$ cat config.mk
export PLATFORM = sky130hd
export DESIGN_NAME = thr_top
export DESIGN_NICKNAME = d
export VERILOG_FILES = /design/src/common/thr_pkg.sv /design/src/rtl/thr_dly.sv /design/src/rtl/thr_top.sv
export SDC_FILE = /design/constraint.sdc
export NUM_CORES = 1
export LEC_CHECK = 0
export BUFFER_PORTS_ARGS = -buffer_cell sky130_fd_sc_hd__buf_2
export CAP_MARGIN = 20
export CORE_ASPECT_RATIO = 0.9
export CORE_MARGIN = 2
export CORE_UTILIZATION = 62
export CTS_CLUSTER_SIZE = 30
export DETAILED_ROUTE_END_ITERATION = 16
export GPL_TIMING_DRIVEN = 0
export PLACE_DENSITY = 0.93
export SLEW_MARGIN = 20
export SYNTH_ARGS = -nofsm -noshare
export SYNTH_HDL_FRONTEND = slang
export SYNTH_SLANG_ARGS = --single-unit
$ cat constraint.sdc
create_clock -name sys_clk_i -period 4.85 [get_ports sys_clk_i]
set_clock_uncertainty 0.15 [all_clocks]
set_input_delay 0.485 -clock sys_clk_i [delete_from_list [all_inputs] [get_ports sys_clk_i]]
set_output_delay 0.485 -clock sys_clk_i [all_outputs]
set_load 0.01 [all_outputs]
$ cat src/common/thr_pkg.sv
/*
 * Shared constants and types for the threshold relay and peak hold supervisor.
 * Assumes a single 10 MHz system clock; all times are derived from it here.
 */
`default_nettype none
package thr_pkg;

	////////////////////////////////////////////////////////////////////////////
	// Data widths
	localparam int DW = 16;     // Measured value and thresholds, two's complement
	localparam int EW = 18;     // Guard width for border sums and differences
	localparam logic [DW-1:0] VAL_ZERO = 16'h0000; // Cleared value
	localparam logic [DW-1:0] DLY_NONE = 16'h0000; // Delay or time of zero

	////////////////////////////////////////////////////////////////////////////
	// Timing
	localparam int unsigned CLK_NS = 100;          // System clock period
	localparam int unsigned TICK_MS = 100;         // Base tick, 0.1 s
	localparam int unsigned TICK_NS = TICK_MS * 1000000;
	localparam int unsigned TICK_CYC = TICK_NS / CLK_NS; // Cycles per tick
	localparam int unsigned QUICK_MS = 5000;       // Quick view timeout
	localparam int unsigned QUICK_TICKS = QUICK_MS / TICK_MS;
	localparam int unsigned ID_MS = 2000;          // Start-up banner time
	localparam int unsigned ID_TICKS = ID_MS / TICK_MS;
	localparam int unsigned BLINK_MS = 500;        // Half period of flashing
	localparam int unsigned BLINK_TICKS = BLINK_MS / TICK_MS;
	localparam int unsigned TICKS_PER_SEC = 1000 / TICK_MS;
	localparam int unsigned SEC_PER_MIN = 60;

	// Counter widths
	localparam int TICK_W = 24;
	localparam int SEC_W = 4;
	localparam int MIN_W = 6;
	localparam int BL_W = 3;
	localparam int ID_W = 5;
	localparam int Q_W = 6;

	////////////////////////////////////////////////////////////////////////////
	// Key positions inside the synchronised key vector
	localparam int KEY_N = 4;
	localparam int KEY_UP = 0;
	localparam int KEY_DN = 1;
	localparam int KEY_ENT = 2;
	localparam int KEY_ESC = 3;

	////////////////////////////////////////////////////////////////////////////
	// Enumerations
	typedef enum logic [1:0]
	{
		ST_ID = 2'h0,    // Banner after power-up
		ST_MEAS = 2'h1,  // Measurement display
		ST_QUICK = 2'h3  // Threshold quick view
	} thr_st_t;

	typedef enum logic [2:0]
	{
		DISP_ID = 3'h0,    // Identification and firmware version
		DISP_VALUE = 3'h1, // Live measured value
		DISP_OVER = 3'h2,  // over_range_warning
		DISP_UNDER = 3'h3, // under_range_warning
		DISP_PEAK = 3'h4,  // Held peak value
		DISP_QNAME = 3'h5, // Threshold name in quick view
		DISP_QVAL = 3'h6   // Threshold value in quick view
	} thr_disp_t;

	typedef enum logic [1:0]
	{
		OUT_UNUSED = 2'h0, // Output never on
		OUT_ONE = 2'h1,    // One threshold control
		OUT_TWO = 2'h2     // Two threshold control
	} thr_omode_t;

	typedef enum logic [1:0]
	{
		CRIT_HOLD = 2'h0, // Leave output as it is
		CRIT_ON = 2'h1,   // Force output on
		CRIT_OFF = 2'h2   // Force output off
	} thr_crit_t;

endpackage : thr_pkg
`default_nettype wire

$ cat src/rtl/thr_dly.sv
/*
 * On-delay and off-delay qualifier for one output.
 * Assumes want_i is a level from the same clock domain and unit_tick_i a
 * one-cycle pulse per delay unit.
 */
`timescale 1ns/1ps
`default_nettype none
module thr_dly
(
	// Clock and reset
	input wire logic sys_clk_i,
	input wire logic rst_n_i,
	// Request and time base
	input wire logic want_i,
	input wire logic unit_tick_i,
	// Delays in units
	input wire logic [thr_pkg::DW-1:0] on_dly_i,
	input wire logic [thr_pkg::DW-1:0] off_dly_i,
	// Qualified state
	output logic state_o
);
	import thr_pkg::*;

	// Whole state of the qualifier
	typedef struct packed
	{
		logic on;          // Present qualified state
		logic [DW-1:0] cnt; // Units spent beyond the border
	} thr_dly_t;

	localparam thr_dly_t DLY_RST = '0; // Off, nothing counted

	thr_dly_t state_ff;
	thr_dly_t nxt_state;
	logic [DW-1:0] need; // Delay that applies to the pending change

	////////////////////////////////////////////////////////////////////////////
	// Next state
	// The first unit may be partly elapsed at the crossing, so the real wait is
	// up to one unit shorter than set; finer timing would cost a wider counter.
	always_comb
	begin
		nxt_state = state_ff;
		need = want_i ? on_dly_i : off_dly_i;
		if (want_i == state_ff.on)
		begin
			// Input went back across the border: restart timing
			nxt_state.cnt = VAL_ZERO;
		end
		else if (need == DLY_NONE)
		begin
			// No delay: follow the crossing at once
			nxt_state.on = want_i;
		end
		else if (unit_tick_i)
		begin
			if (state_ff.cnt + 1'b1 >= need)
			begin
				// Stayed beyond the border for the whole delay
				nxt_state.on = want_i;
				nxt_state.cnt = VAL_ZERO;
			end
			else
			begin
				nxt_state.cnt = state_ff.cnt + 1'b1;
			end
		end
	end

	////////////////////////////////////////////////////////////////////////////
	// State register
	always_ff @(posedge sys_clk_i or negedge rst_n_i)
	begin
		if (!rst_n_i)
		begin
			state_ff <= DLY_RST;
		end
		else
		begin
			state_ff <= nxt_state;
		end
	end

	assign state_o = state_ff.on;

endmodule : thr_dly
`default_nettype wire

$ cat src/rtl/thr_top.sv
/*
 * Measurement-mode supervisor: display selection, peak detection with timed
 * hold, threshold quick view, and relay/LED control with hysteresis, delays
 * and critical-state override.
 * Assumes measured value and range flags come from logic on sys_clk_i;
 * keys come from pins and are synchronised here. Settings are static levels.
 */
`timescale 1ns/1ps
`default_nettype none
module thr_top
#(
	parameter int unsigned TICK_CYC = thr_pkg::TICK_CYC, // Cycles per 0.1 s
	parameter logic [thr_pkg::DW-1:0] FW_ID = 16'h0001   // Arbitrary value
)
(
	// Clock and reset
	input wire logic sys_clk_i,
	input wire logic rst_n_i,
	// Measured value from the front end
	input wire logic [thr_pkg::DW-1:0] meas_i,
	input wire logic over_range_i,
	input wire logic under_range_i,
	// Front keys, raw pins
	input wire logic key_up_i,
	input wire logic key_dn_i,
	input wire logic key_ent_i,
	input wire logic key_esc_i,
	// Output control settings
	input wire thr_pkg::thr_omode_t out_mode_i,
	input wire logic act_i,
	input wire logic [thr_pkg::DW-1:0] first_threshold_i,
	input wire logic [thr_pkg::DW-1:0] second_threshold_i,
	input wire logic [thr_pkg::DW-1:0] hysteresis_width_i,
	input wire logic [thr_pkg::DW-1:0] on_delay_i,
	input wire logic [thr_pkg::DW-1:0] off_delay_i,
	input wire logic unit_min_i,
	input wire thr_pkg::thr_crit_t critical_state_action_i,
	input wire logic relay_fit_i,
	// Peak settings
	input wire logic [thr_pkg::DW-1:0] min_peak_swing_i,
	input wire logic [thr_pkg::DW-1:0] peak_time_i,
	input wire logic hold_zero_i,
	input wire logic src_peak_i,
	input wire logic free_access_i,
	// Display
	output var thr_pkg::thr_disp_t disp_sel_o,
	output logic [thr_pkg::DW-1:0] disp_val_o,
	output logic dp_flash_o,
	// Outputs
	output logic relay_o,
	output logic led_o,
	// Quick edit request
	output logic edit_req_o,
	output logic edit_idx_o
);
	import thr_pkg::*;

	////////////////////////////////////////////////////////////////////////////
	// State
	typedef struct packed
	{
		thr_st_t st;              // Display mode
		logic [TICK_W-1:0] tick_cnt; // Cycles into the 0.1 s tick
		logic [SEC_W-1:0] sec_cnt;   // Ticks into the second
		logic [MIN_W-1:0] min_cnt;   // Seconds into the minute
		logic [BL_W-1:0] blink_cnt;  // Ticks into the blink half period
		logic blink;                 // Flash phase
		logic [ID_W-1:0] id_cnt;     // Banner ticks
		logic q_idx;                 // Threshold shown in quick view
		logic [Q_W-1:0] q_cnt;       // Quick view idle ticks
		logic [KEY_N-1:0] ks1;       // Key synchroniser, first stage
		logic [KEY_N-1:0] ks2;       // Key synchroniser, second stage
		logic [KEY_N-1:0] kprev;     // Keys one cycle earlier
		logic [DW-1:0] run_min;      // Valley before the running extreme
		logic [DW-1:0] run_max;      // Running extreme
		logic [DW-1:0] pk_val;       // Last confirmed peak
		logic pk_show;               // Peak is being displayed
		logic [DW-1:0] pk_cnt;       // Peak display ticks
		logic zone_a;                // Comparison value in zone A
		logic led;                   // Output state
		logic rly;                   // Relay drive
		logic edit_req;              // Edit request pulse
		logic edit_idx;              // Threshold to edit
		thr_disp_t disp_sel;         // What the display shows
		logic [DW-1:0] disp_val;     // Number behind it
		logic dp;                    // Rightmost decimal point
	} thr_state_t;

	// All zero is ST_ID and DISP_ID with every counter cleared
	localparam thr_state_t THR_RST = '0;

	thr_state_t state_ff;
	thr_state_t nxt_state;

	// Time base pulses
	logic tick;
	logic sec_tick;
	logic min_tick;
	logic unit_tick;
	// Key presses
	logic [KEY_N-1:0] press;
	logic step_key;
	// Peak arithmetic
	logic signed [EW-1:0] m_x;
	logic signed [EW-1:0] rise;
	logic signed [EW-1:0] fall;
	logic signed [EW-1:0] swing;
	logic pk_evt;
	// Comparison arithmetic
	logic signed [EW-1:0] cmp;
	logic signed [EW-1:0] t_lo;
	logic signed [EW-1:0] t_hi;
	logic signed [EW-1:0] hy;
	logic want;
	logic dly_on;
	logic crit;
	logic fin;

	// Sign extension to the guard width
	function automatic logic signed [EW-1:0] sx(input logic [DW-1:0] v);
		sx = $signed({{(EW-DW){v[DW-1]}}, v});
	endfunction : sx

	// Zero extension to the guard width
	function automatic logic signed [EW-1:0] ux(input logic [DW-1:0] v);
		ux = $signed({{(EW-DW){1'b0}}, v});
	endfunction : ux

	////////////////////////////////////////////////////////////////////////////
	// Delay qualifier; its time base comes from the shared tick chain
	thr_dly u_dly
	(
		.sys_clk_i(sys_clk_i),
		.rst_n_i(rst_n_i),
		.want_i(want),
		.unit_tick_i(unit_tick),
		.on_dly_i(on_delay_i),
		.off_dly_i(off_delay_i),
		.state_o(dly_on)
	);

	////////////////////////////////////////////////////////////////////////////
	// Next state
	always_comb
	begin
		nxt_state = state_ff;
		nxt_state.edit_req = 1'b0;

		// Tick chain: 0.1 s, seconds, minutes
		tick = (state_ff.tick_cnt == TICK_W'(TICK_CYC - 1));
		nxt_state.tick_cnt = tick ? '0 : state_ff.tick_cnt + 1'b1;
		sec_tick = tick && (state_ff.sec_cnt == SEC_W'(TICKS_PER_SEC - 1));
		min_tick = sec_tick && (state_ff.min_cnt == MIN_W'(SEC_PER_MIN - 1));
		if (tick)
		begin
			nxt_state.sec_cnt = sec_tick ? '0 : state_ff.sec_cnt + 1'b1;
		end
		if (sec_tick)
		begin
			nxt_state.min_cnt = min_tick ? '0 : state_ff.min_cnt + 1'b1;
		end
		unit_tick = unit_min_i ? min_tick : sec_tick;

		// Flash phase shared by quick view and peak point
		if (tick)
		begin
			if (state_ff.blink_cnt == BL_W'(BLINK_TICKS - 1))
			begin
				nxt_state.blink_cnt = '0;
				nxt_state.blink = ~state_ff.blink;
			end
			else
			begin
				nxt_state.blink_cnt = state_ff.blink_cnt + 1'b1;
			end
		end

		// Keys: two flops from the pins, then a rising-edge detector
		nxt_state.ks1 = {key_esc_i, key_ent_i, key_dn_i, key_up_i};
		nxt_state.ks2 = state_ff.ks1;
		nxt_state.kprev = state_ff.ks2;
		press = state_ff.ks2 & ~state_ff.kprev;
		step_key = press[KEY_UP] | press[KEY_DN];

		//////////////////////////////////////////////////////////////////////
		// Peak detection: valley, then extreme, then swing back
		m_x = sx(meas_i);
		swing = ux(min_peak_swing_i);
		rise = sx(state_ff.run_max) - sx(state_ff.run_min);
		fall = sx(state_ff.run_max) - m_x;
		pk_evt = 1'b0;
		if (rise >= swing && fall >= swing)
		begin
			// Confirmed: rose and fell back by the swing
			pk_evt = 1'b1;
			nxt_state.run_min = meas_i;
			nxt_state.run_max = meas_i;
		end
		else if (m_x < sx(state_ff.run_min))
		begin
			// New valley restarts the climb
			nxt_state.run_min = meas_i;
			nxt_state.run_max = meas_i;
		end
		else if (m_x > sx(state_ff.run_max))
		begin
			nxt_state.run_max = meas_i;
		end

		// Peak hold timer in 0.1 s ticks
		if (pk_evt)
		begin
			nxt_state.pk_val = state_ff.run_max;
			if (peak_time_i != DLY_NONE || hold_zero_i)
			begin
				// Newer peak replaces the shown one and restarts time
				nxt_state.pk_show = 1'b1;
				nxt_state.pk_cnt = VAL_ZERO;
			end
		end
		else if (state_ff.pk_show && press[KEY_ESC])
		begin
			nxt_state.pk_show = 1'b0;
		end
		else if (state_ff.pk_show && peak_time_i == DLY_NONE && !hold_zero_i)
		begin
			// Zero without hold means nothing is held
			nxt_state.pk_show = 1'b0;
		end
		else if (state_ff.pk_show && tick && peak_time_i != DLY_NONE)
		begin
			if (state_ff.pk_cnt + 1'b1 >= peak_time_i)
			begin
				nxt_state.pk_show = 1'b0;
			end
			else
			begin
				nxt_state.pk_cnt = state_ff.pk_cnt + 1'b1;
			end
		end

		//////////////////////////////////////////////////////////////////////
		// Zone tracking with hysteresis; runs in every display mode so that
		// configuration never pauses control
		cmp = src_peak_i ? sx(state_ff.pk_val) : m_x;
		hy = ux(hysteresis_width_i);
		// Order-free pair of thresholds
		if (sx(first_threshold_i) < sx(second_threshold_i))
		begin
			t_lo = sx(first_threshold_i);
			t_hi = sx(second_threshold_i);
		end
		else
		begin
			t_lo = sx(second_threshold_i);
			t_hi = sx(first_threshold_i);
		end
		if (out_mode_i == OUT_TWO)
		begin
			// Zone A is between the thresholds, past the inner borders
			if (cmp > t_lo + hy && cmp < t_hi - hy)
			begin
				nxt_state.zone_a = 1'b1;
			end
			else if (cmp < t_lo - hy || cmp > t_hi + hy)
			begin
				nxt_state.zone_a = 1'b0;
			end
		end
		else
		begin
			// Zone A lies above the first threshold
			if (cmp > sx(first_threshold_i) + hy)
			begin
				nxt_state.zone_a = 1'b1;
			end
			else if (cmp < sx(first_threshold_i) - hy)
			begin
				nxt_state.zone_a = 1'b0;
			end
		end
		// Action bit: on in zone A (one) or inside (two), else the opposite
		want = (state_ff.zone_a == act_i);

		// Output selection and critical override
		crit = over_range_i | under_range_i;
		unique case (out_mode_i)
			OUT_UNUSED: fin = 1'b0;
			OUT_ONE: fin = dly_on;
			OUT_TWO: fin = dly_on;
			default: fin = 1'b0;
		endcase
		if (crit && out_mode_i != OUT_UNUSED)
		begin
			unique case (critical_state_action_i)
				CRIT_ON: fin = 1'b1;
				CRIT_OFF: fin = 1'b0;
				CRIT_HOLD: fin = state_ff.led;
				default: fin = state_ff.led;
			endcase
		end
		nxt_state.led = fin;
		nxt_state.rly = fin & relay_fit_i;

		//////////////////////////////////////////////////////////////////////
		// Display mode
		unique case (state_ff.st)
			ST_ID:
			begin
				// Banner, then measurement with no key needed
				if (tick)
				begin
					nxt_state.id_cnt = state_ff.id_cnt + 1'b1;
					if (state_ff.id_cnt == ID_W'(ID_TICKS - 1))
					begin
						nxt_state.st = ST_MEAS;
					end
				end
			end
			ST_MEAS:
			begin
				if (step_key)
				begin
					nxt_state.st = ST_QUICK;
					nxt_state.q_idx = 1'b0;
					nxt_state.q_cnt = '0;
				end
			end
			ST_QUICK:
			begin
				if (step_key)
				begin
					// Next threshold; only the first exists unless two are used
					nxt_state.q_idx = (out_mode_i == OUT_TWO) ? ~state_ff.q_idx : 1'b0;
					nxt_state.q_cnt = '0;
				end
				else if (press[KEY_ENT] && free_access_i)
				begin
					nxt_state.edit_req = 1'b1;
					nxt_state.edit_idx = state_ff.q_idx;
				end
				else if (press[KEY_ESC])
				begin
					nxt_state.st = ST_MEAS;
				end
				else if (tick)
				begin
					if (state_ff.q_cnt == Q_W'(QUICK_TICKS - 1))
					begin
						nxt_state.st = ST_MEAS;
					end
					else
					begin
						nxt_state.q_cnt = state_ff.q_cnt + 1'b1;
					end
				end
			end
			default:
			begin
				nxt_state.st = ST_MEAS;
			end
		endcase

		// Display contents, registered
		nxt_state.dp = 1'b0;
		unique case (state_ff.st)
			ST_ID:
			begin
				nxt_state.disp_sel = DISP_ID;
				nxt_state.disp_val = FW_ID;
			end
			ST_QUICK:
			begin
				// Name and value alternate on the flash phase
				nxt_state.disp_sel = state_ff.blink ? DISP_QNAME : DISP_QVAL;
				nxt_state.disp_val = state_ff.q_idx ? second_threshold_i : first_threshold_i;
			end
			default:
			begin
				nxt_state.disp_val = meas_i;
				if (over_range_i)
				begin
					nxt_state.disp_sel = DISP_OVER;
				end
				else if (under_range_i)
				begin
					nxt_state.disp_sel = DISP_UNDER;
				end
				else if (state_ff.pk_show)
				begin
					nxt_state.disp_sel = DISP_PEAK;
					nxt_state.disp_val = state_ff.pk_val;
					nxt_state.dp = state_ff.blink;
				end
				else
				begin
					nxt_state.disp_sel = DISP_VALUE;
				end
			end
		endcase
	end

	////////////////////////////////////////////////////////////////////////////
	// State register
	always_ff @(posedge sys_clk_i or negedge rst_n_i)
	begin
		if (!rst_n_i)
		begin
			state_ff <= THR_RST;
		end
		else
		begin
			state_ff <= nxt_state;
		end
	end

	////////////////////////////////////////////////////////////////////////////
	// Outputs, all straight from the state register
	assign disp_sel_o = state_ff.disp_sel;
	assign disp_val_o = state_ff.disp_val;
	assign dp_flash_o = state_ff.dp;
	assign relay_o = state_ff.rly;
	assign led_o = state_ff.led;
	assign edit_req_o = state_ff.edit_req;
	assign edit_idx_o = state_ff.edit_idx;

endmodule : thr_top
`default_nettype wire

==> impl_metrics.py <==
metrics = {
    "setup_path": {
        "timing.rr.end": "state_ff[43]",
        "reg2reg_depth": 18,
        "endpoint_kind": "flop",
        "crit_start": "second_threshold_i[2]",
        "cp_slowest_cell": "or4_4",
        "crit_top_cell": "buf_4",
        "regToRegStartpoint": "state_ff[62]",
        "worstSetupStartpointType": "input pin",
        "critPathMaxStageDelay_ns": 0.45,
        "reg2reg_slack_ns": 0.04,
        "arrival_ns": 6.91,
        "path_max_fanout": 10,
        "worstPathRequired_ns": 5.07,
        "critPathKind": "input pin to flop",
    },
    "timing": {
        "tightest_slew_ns": 1.10,
        "final_max_slew_viol_count": 0,
        "max_freq_mhz": 150,
        "period_minus_slack_ns": 6.69,
        "min_period_over_period_pct": 138,
        "setup_slack_ns": -1.84,
        "finalHoldViolations": 0,
        "setup_viol": 1,
        "relSlewSlack_pct": 25.6,
        "rsz0062_at_grt": "true",
    },
    "clocking": {
        "clock_path_buffers": 2,
        "cts.sinks": 171,
        "cts_made_buffers": 17,
        "cts_tree": "built",
        "cts_max_level": 4,
        "path_clk_slew_ns": 0.07,
        "cts_root_buffer": "clkbuf_16",
        "worst_skew_pair.late_latency_ns": 0.45,
    },
    "hold_path": {
        "min_delay_worst_endpoint": "relay_o",
        "min_path_cells": 2,
        "hold_start": "relay_fit_i",
        "min_path_type": "input pin to flop",
    },
    "pwr": {
        "vdd.ir_drop.worst_v": 0.000449,
        "p_leak_nw": 11.1,
        "power.density_nw_per_um2": 503,
    },
    "logic_synthesis": {
        "syn_inst": 2303,
        "synth_area_per_cell_um2": 8.50,
        "ys_ff_latch": 171,
        "synth_area_um2": 19600,
        "yosys.cell_types.count": 79,
        "synth_edf_count": 0,
        "synth.net_count": 2805,
        "ys_top_cells_by_area": "ha_1, dfrtp_1, xnor2_1, o21ai_0, mux2_2",
        "yosysWarnings": 0,
        "synthTopCellsByCount": "ha_1, nand2_1, dfrtp_1",
        "yosys.cell_count.top_type": "ha_1",
        "ys.flop_type": "dfrtp_1",
        "synth-seq-area-share_pct": 21.9,
        "ys_async_sr_fraction_pct": 100,
        "synth_top_area_share_pct": 22.2,
        "yosysTopAreaCell": "ha_1",
    },
    "cells_and_area": {
        "fillers": 2202,
        "final_nets": 3038,
        "multiInputGateArea_um2": 14800,
        "layout-drive-gt1-share_pct": 17.7,
        "seq_area_um2": 4280,
        "area_growth_pct": 15.9,
        "final_area_um2": 22700,
        "fin_cells": 2962,
    },
    "die": {
        "start_util_pct": 63.2,
        "num_rows": 61,
        "fp.dieW_um": 191,
        "ios": 170,
        "die-area_um2": 33000,
        "core_um2": 31000,
        "fp.dieH_um": 173,
    },
    "detailed_routing": {
        "ant_nets": 0,
        "wirelength_mm": 59.0,
        "routed-wl-met3_mm": 5.67,
        "maxUsedRoutingLayer": "met5",
        "drtIter0Drc": 1809,
        "wl_met1_mm": 23.5,
        "drt_drc_violations_left": 0,
        "drt_pass1_iterations": 8,
        "vias": 19100,
        "wl_met2_mm": 27.6,
        "via_per_inst": 6.46,
        "wl_per_cell_um": 19.9,
    },
    "outcome": {
        "run_status": "finished, violations left",
        "violations": "setup timing",
    },
    "global_routing": {
        "grt_max_degree": 96,
        "grt.total_usage_pct": 33.7,
        "grt-ovfl-total": 0,
        "antenna_found_initial": 5,
        "grt_pass1_wl_mm": 90.0,
        "grt_pass1_vias": 18200,
    },
    "job": {
        "cap_violations": 0,
    },
    "place": {
        "place.gp.congestion": 0.972,
        "dp.cells": 2883,
        "placed_cell_area_um2": 21100,
        "io_buffers": 169,
        "dpl.hpwl_mm": 44.0,
    },
}
==> critical path, delay by kind of cell <==
family / cells / cell delay [ns]
muxes: 2 / 0.49
buffers and inverters: 5 / 0.82
and+or+nand+nor: 6 / 1.42
AOI/OAI and AO/OA: 13 / 2.72
adders and majority gates: 3 / 0.83
xor gates and xnor gates: 1 / 0.15
==> power breakdown <==
part	total [W]	internal, W	switching [W]
combinational	0.00789	0.00356	0.00433
clock	0.00148	0.000717	0.000761
sequential	0.00204	0.00176	0.000288
total	0.0114	0.00603	0.00538
==> metrics by stage <==
step	power [W]	hold WS (ns)	setup TNS (ns)	utilization, %	setup WS (ns)
finish	0.0114	0.115	-1.84	73.2	-1.84
global route	0.0122	0.111	-6.02	73.2	-1.94
CTS	0.0105	0.108	-1.58	71.5	-1.58
detailed placement	0.00860	0.186	-55.23	68.0	-3.07
global placement	0.00826	0.184	-48.68	67.8	-2.96
floorplan	0.00689	0.0394	-1.07	-	-1.07
==> metal layers <==
metal,vias to the layer above,track usage (%)
li1,8748,-
met1,9086,43.9
met2,1102,56.0
met3,198,6.25
met4,4,11.3
met5,-,0
==> logic make-up after synthesis <==
family                     Yosys count  synth area share, %
buffers and inverters              245                 5.14
xor gates and xnor gates           164                 7.37
and+or+nand+nor                    697                 17.3
muxes                              121                 6.89
AOI/OAI and AO/OA                  549                 18.4
adders and majority gates          356                 23.1
DFF                                171                 21.9
==> repair_timing <==
item / 4_1_cts / 5_1_grt
setup endpoints to repair: 66 / 65
resized for setup: 54 / 80
cloned: 2 / 2
setup buffers: 19 / 19
hold endpoints to repair: 80 / 0
hold buffers: 5 / 0
pin swaps: 21 / 29
==> sequential cells by signal, summed over array words and instances (netlist names) <==
| name | count |
|---|---|
| state_ff | 122 |
| u_dly.state_o | 1 |
| edit_req_o | 1 |
| nxt_state | 8 |
| relay_o | 1 |
| dp_flash_o | 1 |
| edit_idx_o | 1 |
| led_o | 1 |
| disp_sel_o | 3 |
| disp_val_o | 16 |
| u_dly.state_ff | 16 |
==> placed cells by master (no fill, tap or decap), types with 38 or more instances in the layout <==
cell type,count
xnor2_1,113
buf_2,168
buf_4,55
nand3_1,50
dfrtp_1,169
inv_1,163
o21ai_0,161
mux2_2,48
a21o_1,44
nor3_1,39
ha_1,342
mux2i_1,40
xor2_1,49
nand4_1,42
a21oi_1,105
nor2_1,160
nand2_1,200
clkbuf_1,38
nor2b_1,55
==> how the worst max path moves through the flow <==
stage | end | slack (ns) | cells after the start
after global routing | state_ff[24] | -1.94 | 31
final | state_ff[24] | -1.84 | 30
after global placement | state_ff[24] | -2.96 | 30
after floorplan | state_ff[24] | -1.07 | 30
after detailed placement | state_ff[24] | -3.07 | 30
after CTS | state_ff[24] | -1.58 | 31
==> area by class of cell <==
| class | count | area share (%) |
|---|---|---|
| clock buffer | 17 | 1.88 |
| clock inverter | 15 | 0.927 |
| antenna | 4 | 0.0441 |
| inverter | 167 | 2.76 |
| buffer | 75 | 2.04 |
| timing repair buffer | 217 | 5.80 |
| multi-input combinational | 1887 | 65.4 |
| tap | 409 | 2.26 |
| sequential | 171 | 18.9 |
Note: power is estimated with default switching activity, not from simulation.
